`config.mk`:
```
export PLATFORM = sky130hd
export DESIGN_NAME = sst_top
export DESIGN_NICKNAME = d
export VERILOG_FILES = /design/src/include/sst_pkg.sv /design/src/design/sst_top.sv
export SDC_FILE = /design/constraint.sdc
export NUM_CORES = 1
export LEC_CHECK = 0
export ABC_AREA = 1
export ABC_CLOCK_PERIOD_IN_PS = 1400
export BUFFER_PORTS_ARGS = -buffer_cell sky130_fd_sc_hd__buf_2
export CAP_MARGIN = 20
export CORE_ASPECT_RATIO = 0.7
export CORE_MARGIN = 2
export CORE_UTILIZATION = 30
export CTS_CLUSTER_DIAMETER = 120
export DETAILED_ROUTE_END_ITERATION = 6
export SYNTH_ARGS = -nofsm -noshare
export SYNTH_HDL_FRONTEND = slang
export SYNTH_SLANG_ARGS = --single-unit
```
`constraint.sdc`:
```
create_clock -name i_core_clk -period 1.4 [get_ports i_core_clk]
set_clock_uncertainty 0.1 [all_clocks]
set_input_delay 0.28 -clock i_core_clk [delete_from_list [all_inputs] [get_ports i_core_clk]]
set_output_delay 0.28 -clock i_core_clk [all_outputs]
set_load 0.03 [all_outputs]
```
`src/include/sst_pkg.sv`:
```
/*
  sst_pkg: register offsets, field positions, reset values and clock-source
  codes for the serial status and average-rate clock block.
  assumes: byte-wide registers reached by a plain address/strobe port.
*/
package sst_pkg;
  // ----------------------------------------------------------------
  // register offsets
  // ----------------------------------------------------------------
  localparam logic [27:0] SERIAL_MODE_OFF     = 28'h0fff600;
  localparam logic [27:0] SERIAL_CONTROL_OFF  = 28'h0fff602;
  localparam logic [27:0] SERIAL_STATUS_OFF   = 28'h0fff604;
  localparam logic [27:0] SMARTCARD_MODE_OFF  = 28'hffff606;
  localparam logic [27:0] EXPANSION_MODE_OFF  = 28'hffff608;
  localparam logic [27:0] TX_HOLDING_OFF      = 28'h0fff603;
  localparam logic [27:0] RX_HOLDING_OFF      = 28'h0fff605;
  // ----------------------------------------------------------------
  // field positions
  // ----------------------------------------------------------------
  localparam int TX_EMPTY_BIT   = 7;
  localparam int RX_FULL_BIT    = 6;
  localparam int OVERRUN_BIT    = 5;
  localparam int FRAMING_BIT    = 4;
  localparam int PARITY_BIT     = 3;
  localparam int TX_DONE_BIT    = 2;
  localparam int SMARTCARD_BIT  = 0;
  localparam int DIV_SELECT_BIT = 4;
  localparam int MODE_SYNC_BIT  = 7;
  localparam int TX_ENABLE_BIT  = 5;
  localparam int RX_ENABLE_BIT  = 4;
  localparam int EXT_CLOCK_BIT  = 1;
  // ----------------------------------------------------------------
  // reset values
  // ----------------------------------------------------------------
  localparam logic [7:0] STATUS_RESET    = 8'h84;
  localparam logic [7:0] CONTROL_RESET   = 8'h00;
  localparam logic [7:0] MODE_RESET      = 8'h00;
  localparam logic [7:0] SMARTCARD_RESET = 8'h00;
  localparam logic [7:0] EXPANSION_RESET = 8'h00;
  // ----------------------------------------------------------------
  // clock source codes and dividers
  // ----------------------------------------------------------------
  localparam logic [3:0] ACS_NONE    = 4'h0;
  localparam logic [3:0] ACS_TIMER   = 4'h4;
  localparam logic [3:0] ACS_LAST    = 4'hc;
  localparam logic [4:0] DIV_SIXTEEN = 5'h10;
  localparam logic [4:0] DIV_EIGHT   = 5'h08;
  typedef enum logic [1:0] {SST_SRC_INTERNAL, SST_SRC_EXT_PLAIN, SST_SRC_TIMER, SST_SRC_AVERAGE} sst_src_e;
endpackage

```
`src/design/sst_top.sv`:
```
/*
  sst_top: status flags of one asynchronous serial channel and the
  selection of its clock source and base-clock divider.
  assumes: the serial engine reports events as one-cycle pulses on the
  peripheral clock; the far serial port runs its own framing.
*/
// Chosen here: the address-and-strobe port.
// Summary of operation
// - tx empty sets on disable or load
// - tx empty clears by zero write or dma
// - rx full sets on any reception while clear, errors included
// - rx full clears by zero write or dma
// - rx disable leaves rx full alone
// - reception while full: overrun, drop byte
// - overrun sets on overrun, zero-write clear
// - framing, parity set on error, zero-write clear
// - tx done sets on disable, or on last bit while tx empty is set
// - tx done clears with tx empty clear
// - written zeros clear, written ones ignored
// - smartcard select picks smartcard operation
// - divider select gives 16 or 8
// - code 0011 average rate, divide by 8
// - code 0000 bypasses average generator
// - code 0100 uses timer compare match
// - average code sets divider, ignores select
// - code acts only async with external clock
// - codes 0001 and 0010 defined dividers
// - codes 0101 and 0110 divide by 16
// - codes 0111 to 1100 defined dividers
// - clock field upper bit picks external source
// - mode bit picks async or synchronous
`timescale 1ns/1ps
module sst_top
(
  input  wire logic        i_core_clk,
  input  wire logic        i_nrst,
  input  wire logic [27:0] i_addr,
  input  wire logic [7:0]  i_wdata,
  input  wire logic        i_wr,
  input  wire logic        i_rd,
  output logic      [7:0]  o_rdata,
  input  wire logic        i_tx_load,
  input  wire logic        i_tx_last_bit,
  input  wire logic        i_rx_done,
  input  wire logic [7:0]  i_rx_byte,
  input  wire logic        i_rx_framing_err,
  input  wire logic        i_rx_parity_err,
  input  wire logic        i_dma_tx_write,
  input  wire logic [7:0]  i_dma_tx_data,
  input  wire logic        i_dma_rx_read,
  output logic             o_tx_empty_request,
  output logic             o_rx_full_request,
  output logic      [7:0]  o_tx_holding,
  output logic             o_smartcard_mode,
  output logic             o_sync_mode,
  output logic      [1:0]  o_clock_source,
  output logic      [4:0]  o_base_divider,
  output logic      [3:0]  o_avg_code
);
  // ----------------------------------------------------------------
  // registers
  // ----------------------------------------------------------------
  logic [7:0] status_reg;
  logic [7:0] status_next;
  logic [7:0] control_reg;
  logic [7:0] control_next;
  logic [7:0] mode_reg;
  logic [7:0] mode_next;
  logic [7:0] smartcard_reg;
  logic [7:0] smartcard_next;
  logic [7:0] expansion_reg;
  logic [7:0] expansion_next;
  logic [7:0] tx_holding_reg;
  logic [7:0] tx_holding_next;
  logic [7:0] rx_holding_reg;
  logic [7:0] rx_holding_next;
  logic [7:0] rdata_reg;
  logic [7:0] rdata_next;
  logic [7:0] seen_one_reg;
  logic [7:0] seen_one_next;

  // ----------------------------------------------------------------
  // strobes decoded from the register port and the receive pulse
  // ----------------------------------------------------------------
  logic       wr_status;
  logic       wr_control;
  logic       wr_mode;
  logic       wr_smartcard;
  logic       wr_expansion;
  logic       wr_tx;
  logic       rd_status;
  logic       tx_disable;
  logic       rx_store;
  logic       overrun;
  logic [7:0] clr;

  always_comb
  begin
    wr_status    = 1'b0;
    wr_control   = 1'b0;
    wr_mode      = 1'b0;
    wr_smartcard = 1'b0;
    wr_expansion = 1'b0;
    wr_tx        = 1'b0;
    if (i_wr && (i_addr == sst_pkg::SERIAL_STATUS_OFF))
      wr_status = 1'b1;
    else if (i_wr && (i_addr == sst_pkg::SERIAL_CONTROL_OFF))
      wr_control = 1'b1;
    else if (i_wr && (i_addr == sst_pkg::SERIAL_MODE_OFF))
      wr_mode = 1'b1;
    else if (i_wr && (i_addr == sst_pkg::SMARTCARD_MODE_OFF))
      wr_smartcard = 1'b1;
    else if (i_wr && (i_addr == sst_pkg::EXPANSION_MODE_OFF))
      wr_expansion = 1'b1;
    else if (i_wr && (i_addr == sst_pkg::TX_HOLDING_OFF))
      wr_tx = 1'b1;
    rd_status  = i_rd && (i_addr == sst_pkg::SERIAL_STATUS_OFF);
    // only a 1 to 0 change of the enable counts as disabling
    tx_disable = wr_control && control_reg[sst_pkg::TX_ENABLE_BIT] && !i_wdata[sst_pkg::TX_ENABLE_BIT];
    // a zero clears only after the bit was read as one; ones are ignored
    clr = wr_status ? (~i_wdata & seen_one_reg & status_reg) : 8'h00;
    overrun  = i_rx_done && status_reg[sst_pkg::RX_FULL_BIT];
    rx_store = i_rx_done && !status_reg[sst_pkg::RX_FULL_BIT];
  end

  // ----------------------------------------------------------------
  // status flags
  // ----------------------------------------------------------------
  always_comb
  begin
    status_next = status_reg;
    // tx empty: clear first, set wins so no load event is lost
    if (clr[sst_pkg::TX_EMPTY_BIT] || i_dma_tx_write)
    begin
      status_next[sst_pkg::TX_EMPTY_BIT] = 1'b0;
      status_next[sst_pkg::TX_DONE_BIT]  = 1'b0;
    end
    if (tx_disable || i_tx_load)
    begin
      status_next[sst_pkg::TX_EMPTY_BIT] = 1'b1;
    end
    if (tx_disable || (i_tx_last_bit && status_reg[sst_pkg::TX_EMPTY_BIT]))
    begin
      status_next[sst_pkg::TX_DONE_BIT] = 1'b1;
    end
    // rx enable is not looked at here, so disabling keeps the flag
    if (clr[sst_pkg::RX_FULL_BIT] || i_dma_rx_read)
    begin
      status_next[sst_pkg::RX_FULL_BIT] = 1'b0;
    end
    if (rx_store)
    begin
      status_next[sst_pkg::RX_FULL_BIT] = 1'b1;
    end
    if (clr[sst_pkg::OVERRUN_BIT])
    begin
      status_next[sst_pkg::OVERRUN_BIT] = 1'b0;
    end
    if (overrun)
    begin
      status_next[sst_pkg::OVERRUN_BIT] = 1'b1;
    end
    if (clr[sst_pkg::FRAMING_BIT])
    begin
      status_next[sst_pkg::FRAMING_BIT] = 1'b0;
    end
    if (i_rx_done && i_rx_framing_err)
    begin
      status_next[sst_pkg::FRAMING_BIT] = 1'b1;
    end
    if (clr[sst_pkg::PARITY_BIT])
    begin
      status_next[sst_pkg::PARITY_BIT] = 1'b0;
    end
    if (i_rx_done && i_rx_parity_err)
    begin
      status_next[sst_pkg::PARITY_BIT] = 1'b1;
    end
    status_next[1:0] = 2'h0;
  end

  always_ff @(posedge i_core_clk or negedge i_nrst)
  begin
    if (!i_nrst)
    begin
      status_reg <= sst_pkg::STATUS_RESET;
    end
    else
    begin
      status_reg <= status_next;
    end
  end

  // ----------------------------------------------------------------
  // control and mode registers
  // ----------------------------------------------------------------
  always_comb
  begin
    control_next   = control_reg;
    mode_next      = mode_reg;
    smartcard_next = smartcard_reg;
    expansion_next = expansion_reg;
    if (wr_control)
    begin
      control_next = i_wdata;
    end
    if (wr_mode)
    begin
      mode_next = i_wdata;
    end
    if (wr_smartcard)
    begin
      smartcard_next = i_wdata;
    end
    if (wr_expansion)
    begin
      expansion_next = i_wdata;
    end
  end

  always_ff @(posedge i_core_clk or negedge i_nrst)
  begin
    if (!i_nrst)
    begin
      control_reg   <= sst_pkg::CONTROL_RESET;
      mode_reg      <= sst_pkg::MODE_RESET;
      smartcard_reg <= sst_pkg::SMARTCARD_RESET;
      expansion_reg <= sst_pkg::EXPANSION_RESET;
    end
    else
    begin
      control_reg   <= control_next;
      mode_reg      <= mode_next;
      smartcard_reg <= smartcard_next;
      expansion_reg <= expansion_next;
    end
  end

  // ----------------------------------------------------------------
  // holding registers
  // ----------------------------------------------------------------
  always_comb
  begin
    tx_holding_next = tx_holding_reg;
    rx_holding_next = rx_holding_reg;
    // the dma write wins over a software write in the same cycle
    if (i_dma_tx_write)
    begin
      tx_holding_next = i_dma_tx_data;
    end
    else if (wr_tx)
    begin
      tx_holding_next = i_wdata;
    end
    // an overrun byte is dropped, the old byte stays readable
    if (rx_store)
    begin
      rx_holding_next = i_rx_byte;
    end
  end

  always_ff @(posedge i_core_clk or negedge i_nrst)
  begin
    if (!i_nrst)
    begin
      tx_holding_reg <= 8'h00;
      rx_holding_reg <= 8'h00;
    end
    else
    begin
      tx_holding_reg <= tx_holding_next;
      rx_holding_reg <= rx_holding_next;
    end
  end

  // ----------------------------------------------------------------
  // read port and read-as-one memory
  // ----------------------------------------------------------------
  always_comb
  begin
    seen_one_next = seen_one_reg;
    // a status write uses up what the last read showed, unless a status read in the same cycle reloads it
    if (wr_status)
    begin
      seen_one_next = 8'h00;
    end
    if (rd_status)
    begin
      seen_one_next = status_reg;
    end
  end

  always_comb
  begin
    rdata_next = 8'h00;
    if (rd_status)
    begin
      rdata_next = status_reg;
    end
    else if (i_rd && (i_addr == sst_pkg::SERIAL_CONTROL_OFF))
    begin
      rdata_next = control_reg;
    end
    else if (i_rd && (i_addr == sst_pkg::SERIAL_MODE_OFF))
    begin
      rdata_next = mode_reg;
    end
    else if (i_rd && (i_addr == sst_pkg::SMARTCARD_MODE_OFF))
    begin
      rdata_next = smartcard_reg;
    end
    else if (i_rd && (i_addr == sst_pkg::EXPANSION_MODE_OFF))
    begin
      rdata_next = {3'h0, expansion_reg[4:0]};
    end
    else if (i_rd && (i_addr == sst_pkg::TX_HOLDING_OFF))
    begin
      rdata_next = tx_holding_reg;
    end
    else if (i_rd && (i_addr == sst_pkg::RX_HOLDING_OFF))
    begin
      rdata_next = rx_holding_reg;
    end
  end

  always_ff @(posedge i_core_clk or negedge i_nrst)
  begin
    if (!i_nrst)
    begin
      rdata_reg    <= 8'h00;
      seen_one_reg <= 8'h00;
    end
    else
    begin
      rdata_reg    <= rdata_next;
      seen_one_reg <= seen_one_next;
    end
  end

  // ----------------------------------------------------------------
  // clock source and divider
  // ----------------------------------------------------------------
  logic       async_ext;
  logic [3:0] code;
  always_comb
  begin
    code = expansion_reg[3:0];
    async_ext = !mode_reg[sst_pkg::MODE_SYNC_BIT] && control_reg[sst_pkg::EXT_CLOCK_BIT];
    o_base_divider = expansion_reg[sst_pkg::DIV_SELECT_BIT] ? sst_pkg::DIV_EIGHT : sst_pkg::DIV_SIXTEEN;
    o_avg_code = 4'h0;
    if (!control_reg[sst_pkg::EXT_CLOCK_BIT])
      o_clock_source = sst_pkg::SST_SRC_INTERNAL;
    else if (!async_ext || code == sst_pkg::ACS_NONE || code > sst_pkg::ACS_LAST)
      o_clock_source = sst_pkg::SST_SRC_EXT_PLAIN;
    else if (code == sst_pkg::ACS_TIMER)
      o_clock_source = sst_pkg::SST_SRC_TIMER;
    else
    begin
      o_clock_source = sst_pkg::SST_SRC_AVERAGE;
      o_avg_code = code;
      case (code)
        4'h2, 4'h3, 4'h7, 4'ha, 4'hb: o_base_divider = sst_pkg::DIV_EIGHT;
        default:                      o_base_divider = sst_pkg::DIV_SIXTEEN;
      endcase
    end
  end

  assign o_rdata            = rdata_reg;
  assign o_tx_holding       = tx_holding_reg;
  assign o_tx_empty_request = status_reg[sst_pkg::TX_EMPTY_BIT] && control_reg[sst_pkg::TX_ENABLE_BIT];
  assign o_rx_full_request  = status_reg[sst_pkg::RX_FULL_BIT];
  assign o_smartcard_mode   = smartcard_reg[sst_pkg::SMARTCARD_BIT];
  assign o_sync_mode        = mode_reg[sst_pkg::MODE_SYNC_BIT];
endmodule

```
# [Word level (Yosys, flattened, before mapping)]
# Index checks and enable logic that the tools add are counted.
[totals] output_inout_bits=31 word_cells=128 inputBits=63 reg_bits=67
[classes] muxes=55 magnitude_cmp=1 n_reduce_logical=42 eq_ne=13 bitwise_logic=3
[ops] operator="28-bit by 24-bit == test with 1-bit output, second input constant" n=5
[ops] operator="8-bit two-way mux" n=12
[ops] operator="28-bit == test, second input constant" n=2
[ops] operator="1-bit two-way mux" n=33
[ops] operator="5-bit two-way mux" n=5
[ops] operator="1-bit logical AND" n=22
[ops] operator="8-bit bitwise AND" n=2
[ops] operator="2-bit nonzero test" n=8
[ops] operator="4-bit two-way mux" n=3
[ops] operator="4-bit by 2-bit == test with 1-bit output, second input constant" n=2
[ops] operator="4-bit by 3-bit == test with 1-bit output, second input constant" n=2
[ops] operator="4-bit == test, second input constant" n=2
[ops] operator="8-bit inverter" n=1
[ops] operator="1-bit logical OR" n=6
[ops] operator="5-bit OR reduction" n=1
[ops] operator="4-bit greater-than comparator, second input constant" n=1
[ops] operator="1-bit zero test" n=4
[ops] operator="4-bit zero test" n=1
[ops] operator="2-bit two-way mux" n=2

# [Longest topological paths before layout]
# Gate-level depths: netlist of the first run.
[logic_depth] depth_word=10 ltp_mapped=13 depth_no_buf=13

# [Worst setup path before layout of the first run]
# OpenSTA, ideal clock, no wires.
[synth_timing] path_type="reg2out" start="register expansion_reg[0]" end="output o_base_divider[4]" arrival_ns=2.020 n_path_buf=0 slack_ns=-1.000 path_stages_with_launch=9 required_ns=1.020 path_cell_list="dfrtp_1 > nor2_1 > nor2_1 > nor3b_1 > nand2_1 > nor2_1 > o211ai_1 > nand3_1 > inv_1"
[synth_between] elab_chain_len=6 elab_cells_between_ends=15 cone_classes="order compare (1); eq/ne (6); mux (4); reduce/logical (4)"
[synth_rtl] item="start, declared" line_no="sst_top.sv:71" text="logic [7:0] expansion_reg;"
[synth_rtl] item="start signal, assigned" line_no="sst_top.sv:228" text="expansion_reg <= sst_pkg::EXPANSION_RESET;"
[synth_rtl] item="start signal, assigned" line_no="sst_top.sv:235" text="expansion_reg <= expansion_next;"
[synth_rtl] item="4-bit by 2-bit == test with 1-bit output, or another cell as far along" line_no="sst_top.sv:361" text="case (code)"
[synth_rtl] item="5-bit OR reduction" line_no="sst_top.sv:361"
[synth_rtl] item="5-bit two-way mux" line_no="sst_top.sv:361"
[synth_rtl] item="5-bit two-way mux" line_no="sst_top.sv:355" text="else if (code == sst_pkg::ACS_TIMER)"
[synth_rtl] item="5-bit two-way mux (*)" line_no="sst_top.sv:353" text="else if (!async_ext || code == sst_pkg::ACS_NONE || code > sst_pkg::ACS_LAST)"
[synth_rtl] item="5-bit two-way mux (*)" line_no="sst_top.sv:351" text="if (!control_reg[sst_pkg::EXT_CLOCK_BIT])"
[synth_rtl] item="end, declared" line_no="sst_top.sv:57" text="output logic [4:0] o_base_divider,"
# Mark *: on every way between the ends. The rest lies on a longest branch, timed or not.

# [Worst setup path after layout of the first run]
[layout_timing] start="register expansion_reg[0]" end="output o_base_divider[3]"
# The elaborated chain is that of the path after synthesis.

==> qor.txt, run 1 <==
status - finished, violations left
violated checks - setup timing
crit path launch type - flop
clk root buf - clkbuf_16
DRT Pass-1 Iters - 5
xor/xnor cell area share of the yosys netlist - 0%
Placer Congestion - 0.872
WL/cell - 16.1 um
Routed WL - 12.1 mm
CP top delay family - simple AND/OR/NAND/NOR gates
Final ANT Viol Nets - 0
CP required - 1020 ps
register area share after synthesis - 48.7%
CP cell instances - nor2_2 > nor2_1 > nor3b_2 > nand2_2 > nor2_4 > o211ai_1 > nand3_2 > buf_4
Setup CP Type - reg -> out
Buffers & Inverters on Critical Path - 1
Power per Cell Area - 829 nW/um^2
Mean Syn Cell Area - 7.73 sq um
Syn Std Cell Area - 3290 sq um
final setup violation count - 38
core area - 10,500 sq um
# H-tree levels - 3
Synth Area in Compound Gates - 10.2%
RSZ-0062 raised after global routing - true
Fin Hold WS - 21.6 ps
Post-synth EDFFs - 0
hold depth - 2
mux contribution to synthesized area - 2.74%
Yosys warning count - 0
pin count of the biggest net entering global routing - 54
Arrival @ worst endpoint - 1660 ps
initial DRC count - 269
Hold EP - status_reg[6]
die area - 11,800 sq um
simple-gate share of the synthesized area - 30.6%
maxcap violations - 0
fraction of the mapped netlist area in adder cells - 0%
R2R Path Start - expansion_reg[1]
Post-synth ARST share - 100%
crit-path max cell delay - 380 ps
dominant synthesized flop cell - dfrtp_1
reg2reg end - o_rdata[1]
first-pass GRT wire length - 17.6 mm
Yosys reg bits - 64
Worst-path clk slew - 50 ps
final hold vios - 0
GRT Residual Overflow - 0
width of the die - 129 um
highest net fanout along the worst path - 3
Final min period - 2040 ps
layout cells sized above 1 - 59.2%
cell leakage power - 2.95 nW
synth cell count leaders - nand2_1 (140), dfrtp_1 (62), inv_1 (50)
fill cell count - 908
Num CTS Buffers - 9
# DRC - 0
FP Rows - 31
TritonCTS clock tree - built
Area Growth Syn to Fin - 81.8%
final core utilization - 56.9%
ranking of synthesized cells by area - dfrtp_1 (47%), nand2_1 (16%), o21ai_0 (6.1%)
Vias/cell - 4.83
final setup margin - -638 ps
reg-to-reg slack, setup - 80 ps
Starting Density - 31.3%
share of the synthesized area in the top cell type - 47.1%
Critical Path End Type - primary output
Max Transition Viols Final - 0
vias in the first global route - 3,445
Fmax - 491 MHz
Vias - 3,616
io pins - 94
Worst Reg-to-Reg Cells - 6
detailed placement HPWL - 8.11 mm
I/O Buffers - 90
largest family of logic cells by synthesized area - simple AND/OR/NAND/NOR gates
die span in y - 91.6 um
Cells after Synth - 426
Slowest-stage cell, CP - dfrtp_1
peak supply drop - 0.000622 V
hold crit path type - in -> reg
clk buf depth - 2
Inserted Diodes - 0
clock latency on the worst-skew pair - 340 ps
post-synth cell types - 31
top cell type by total area after synthesis - dfrtp_1
most common cell in the netlist - nand2_1
CTS sink cnt - 64
HP Start - i_dma_rx_read
GRT Overall Usage - 19.5%
initial antenna violation count - 0
nets@finish - 659
fin crit share - 146%
worst max-delay path by stage:
stage                          start                 to  slack [ps]  depth (start not counted)
floorplan           expansion_reg[1]  o_base_divider[4]        -520                          8
CTS                 expansion_reg[0]  o_base_divider[3]        -680                          8
global placement          i_addr[23]         o_rdata[6]        -480                         14
global route        expansion_reg[0]  o_base_divider[3]        -770                          8
finish              expansion_reg[0]  o_base_divider[3]        -640                          8
detailed placement        i_addr[23]         o_rdata[6]        -520                         14
cells by family after synthesis:
kind of cell	count (synthesis)
other	1
multiplexers	8
AO/OA/AOI/OAI	58
AND/OR/NAND/NOR	234
buffers and inverters	61
flip-flops	64
worst register-to-register path: cells and delay by family, from the launching register on:
family	cells	cell delay, ps
AOI/OAI and AO/OA	3	350
buffers and inverters	3	370
DFF	1	380
per-stage QoR:
| stage | setup TNS [ps] | std cells | instance area, sq um | setup WS, ps | power, mW |
|---|---|---|---|---|---|
| 2_1_floorplan | -8050 | 428 | 3500 | -518 | 2.25 |
| 3_3_place_gp | -19990 | 715 | 4550 | -483 | 2.53 |
| 3_5_place_dp | -21860 | 715 | 4550 | -525 | 2.55 |
| 4_1_cts | -4850 | 740 | 5220 | -676 | 4.89 |
| 5_1_grt | -9660 | 749 | 5980 | -775 | 5.13 |
| 6_report | -5960 | 749 | 5980 | -638 | 4.96 |
timing repair:
| item | in CTS | in global routing |
|---|---|---|
| endpoints found under the hold margin | 62 | 0 |
| setup buffers | 9 | 7 |
| resized for setup | 81 | 152 |
| hold buffers | 1 | 0 |
| pin swaps | 32 | 42 |
| setup endpoints to repair | 33 | 62 |
| cloned | 0 | 4 |
routing by layer:
| layer | GRT usage [%] | part of all wire (%) |
|---|---|---|
| met5 | 0 | 0 |
| met4 | 5.98 | 1.4 |
| met3 | 5.08 | 6.0 |
| met2 | 29.6 | 47 |
| met1 | 27.3 | 45 |
where the power goes:
group          switching, mW  internal (mW)  total (mW)
logic                  0.364          0.277       0.641
registers             0.0803           1.94        2.02
clock network          0.835           1.47        2.30
area by class of cell:
| cell class | count | area [sq um] | share of cell area [%] |
|---|---|---|---|
| sequential | 64 | 1610 | 26.9 |
| tap | 148 | 185 | 3.09 |
| multi-input combinational | 303 | 2250 | 37.6 |
| inverter | 50 | 221 | 3.70 |
| clock inverter | 5 | 55.1 | 0.920 |
| clock buffer | 11 | 253 | 4.22 |
| timing repair buffer | 168 | 1410 | 23.5 |
cell usage in the layout, fill, tap and decap left out, types with 3 or more instances in the layout:
cell and count:
nand2_1 83, buf_2 68, dfrtp_1 57, buf_4 45, buf_6 40, nand2_2 37, inv_1 31, nand2_4 22
o21ai_2 16, nor2_4 15, o21ai_0 14, nand4_1 13, nor2_1 13, clkbuf_16 13, o21ai_1 12, nand3_4 11
inv_2 11, nor2_2 11, nand3_1 11, mux2_2 8, nand3_2 7, o311ai_4 7, buf_12 7, dfrtp_2 5
inv_4 4, nor3_4 4, clkinvlp_4 3, o211ai_1 3, conb_1 3
Note: power is estimated with default switching activity, not from simulation.
==> run 2: changes to the inputs <==
Settings changed: BUFFER_PORTS_ARGS -buffer_cell sky130_fd_sc_hd__buf_2 to -buffer_cell sky130_fd_sc_hd__buf_4.
==> run 2 against run 1 <==
The flow still finishes with violations (setup timing). Register-to-register slack worse by 80 ps. Sequential cell count unchanged. Clock power down 7%. Clock-buffer cell count up 3. Cell count unchanged. Routed wire length up 3.4%. Critical path type unchanged. Non-clock buffer count down 2. Via count up 1.6%. Sequential share of layout area up 0.073 points. Combinational power up 6.9%. Global-route usage up 0.83 points. Largest cell class unchanged.
==> qor.txt, run 2 (synthesis gave the netlist of run 1 again) <==
status - finished, violations left
violated checks - setup timing
CP cell instances - nor2_2 > nor2_1 > nor3b_2 > nand2_2 > nor2_4 > o211ai_1 > nand3_2 > inv_4 > buf_6
clock latency on the worst-skew pair - 330 ps (about the same)
Worst Reg-to-Reg Cells - 8 (+2)
Placer Congestion - 0.933 (+7.0%)
final hold vios - 0 (unchanged)
Max Transition Viols Final - 0 (unchanged)
CTS sink cnt - 64 (unchanged)
hold crit path type - in -> reg
die area - 11,800 sq um (unchanged)
Arrival @ worst endpoint - 1670 ps (about the same)
RSZ-0062 raised after global routing - true
crit path from - expansion_reg[0]
final setup violation count - 29 (-24%)
clk buf depth - 2 (unchanged)
cell leakage power - 2.92 nW (-0.93%)
die span in y - 91.6 um (unchanged)
Starting Density - 31.3% (unchanged)
internal power - 3.60 mW (-2.3%)
width of the die - 129 um (unchanged)
reg2reg end - o_rdata[0]
HP Start - i_dma_rx_read
most frequent cells in the layout - buf_4 (115), nand2_1 (101), dfrtp_1 (60), buf_6 (41), inv_1 (33)
Final min period - 2050 ps (+15.5 ps)
maxcap violations - 0 (unchanged)
reg-to-reg slack, setup - 0 ps (-80 ps)
clock power share - 44.0% (-2.4 points)
initial DRC count - 260 (-3.3%)
final setup margin - -653 ps (-15.5 ps)
# DRC - 0 (unchanged)
Fmax - 487 MHz (-0.76%)
Inserted Diodes - 0 (unchanged)
sequential power share - 41.9% (+1.2 points)
initial antenna violation count - 0 (unchanged)
I/O Buffers - 90 (unchanged)
Area Growth Syn to Fin - 80.8%
nets@finish - 659 (unchanged)
Num CTS Buffers - 9 (unchanged)
TritonCTS clock tree - built
layout cells sized above 1 - 54.1% (-5.2 points)
Post-Layout Cell Count - 749 (unchanged)
Routed WL - 12.5 mm (+3.4%)
Sw Ratio - 25.6% (-0.22 points)
WL/cell - 16.7 um (+3.4%)
GRT Overall Usage - 20.4% (+0.83 points)
Setup CP Type - reg -> out
Setup crit end - o_base_divider[4]
FP Rows - 31 (unchanged)
Slowest-stage cell, CP - dfrtp_1
io pins - 94 (unchanged)
CP required - 1020 ps (about the same)
fin crit share - 147% (+1.1 points)
Worst-path clk slew - 50 ps (about the same)
detailed placement HPWL - 8.44 mm (+4.1%)
DRT Pass-1 Iters - 5 (unchanged)
net switching power - 1.24 mW (-3.4%)
Cells after DPL - 710 (-0.70%)
core area - 10,500 sq um (unchanged)
worst relative slew slack - 63.6%
crit-path max cell delay - 380 ps (about the same)
pin count of the biggest net entering global routing - 31 (-43%)
combinational fraction of design power - 14.2% (+1.3 points)
hold depth - 2 (unchanged)
vias in the first global route - 3,450 (+0.15%)
GRT Residual Overflow - 0 (unchanged)
Vias/cell - 4.91 (+1.6%)
highest net fanout along the worst path - 3 (unchanged)
peak supply drop - 0.000524 V (-16%)
Critical Path End Type - primary output
# H-tree levels - 3 (unchanged)
final core utilization - 56.6% (-0.29 points)
Power per Cell Area - 812 nW/um^2 (-2.1%)
Vias - 3,675 (+1.6%)
first-pass GRT wire length - 18.2 mm (+3.4%)
R2R Path Start - expansion_reg[0]
Final ANT Viol Nets - 0 (unchanged)
most common cell after layout, fill and taps aside - buf_4
crit path launch type - flop
clk root buf - clkbuf_16
Tot Pwr - 4.84 mW (-2.6%)
worst slew pin tran - 544 ps
-- run 2: layout make-up --
class	instances	area (sq um)
timing repair buffer	166	1520
clock buffer	14	274
tap	148	185
fill	926	4560
multi-input combinational	305	2140
sequential	64	1610
inverter	50	219
clock inverter	2	12.5
-- run 2: power groups by stage --
stage | clock (mW) | sequential [mW] | combinational, mW
floorplan | 0 | 2.06 | 0.196
global placement | 0 | 2.04 | 0.559
detailed placement | 0 | 2.04 | 0.572
CTS | 2.16 | 2.01 | 0.596
global route | 2.24 | 2.03 | 0.734
finish | 2.13 | 2.02 | 0.685
-- run 2: critical path, delay by kind of cell, from the launching register on --
| family | cells | cell delay, ps |
|---|---|---|
| flip-flops | 1 | 380 |
| buffers and inverters | 2 | 170 |
| AO/OA/AOI/OAI | 1 | 100 |
| AND/OR/NAND/NOR | 6 | 700 |
-- run 2: routing by layer --
layer / part of all wire (%) / GRT usage [%] / up-vias
met5: 0 / 0 / -
met4: 1.5 / 5.62 / 0
met3: 7.7 / 5.43 / 23
met2: 48 / 30.7 / 163
met1: 43 / 28.9 / 1752
li1: - / - / 1737
-- run 2: how the worst min path moves through the flow --
stage                        to  slack, ps
2_1_floorplan    control_reg[0]       -120
3_3_place_gp   expansion_reg[1]        140
3_5_place_dp   expansion_reg[0]        140
4_1_cts           status_reg[6]         30
5_1_grt           status_reg[6]         40
6_report          status_reg[6]         40
-- run 2: repair_timing --
item / in CTS / in global routing
hold buffers: 1 / 0
pin swaps: 33 / 52
cloned: 1 / 3
gates resized for setup: 63 / 118
setup endpoints to repair: 34 / 51
setup buffers: 13 / 8
hold endpoints to repair: 25 / 0
-- run 2: metrics by stage --
| stage | hold slack, ps | TNS, ps | worst slack (ps) | area [sq um] |
|---|---|---|---|---|
| after floorplan | -116 | -8050 | -518 | 3500 |
| final | 35.8 | -5730 | -653 | 5950 |
| after CTS | 25.9 | -4670 | -667 | 5350 |
| after detailed placement | 138 | -20860 | -504 | 4750 |
| after global routing | 39.4 | -8160 | -744 | 5950 |
| after global placement | 142 | -19660 | -553 | 4750 |
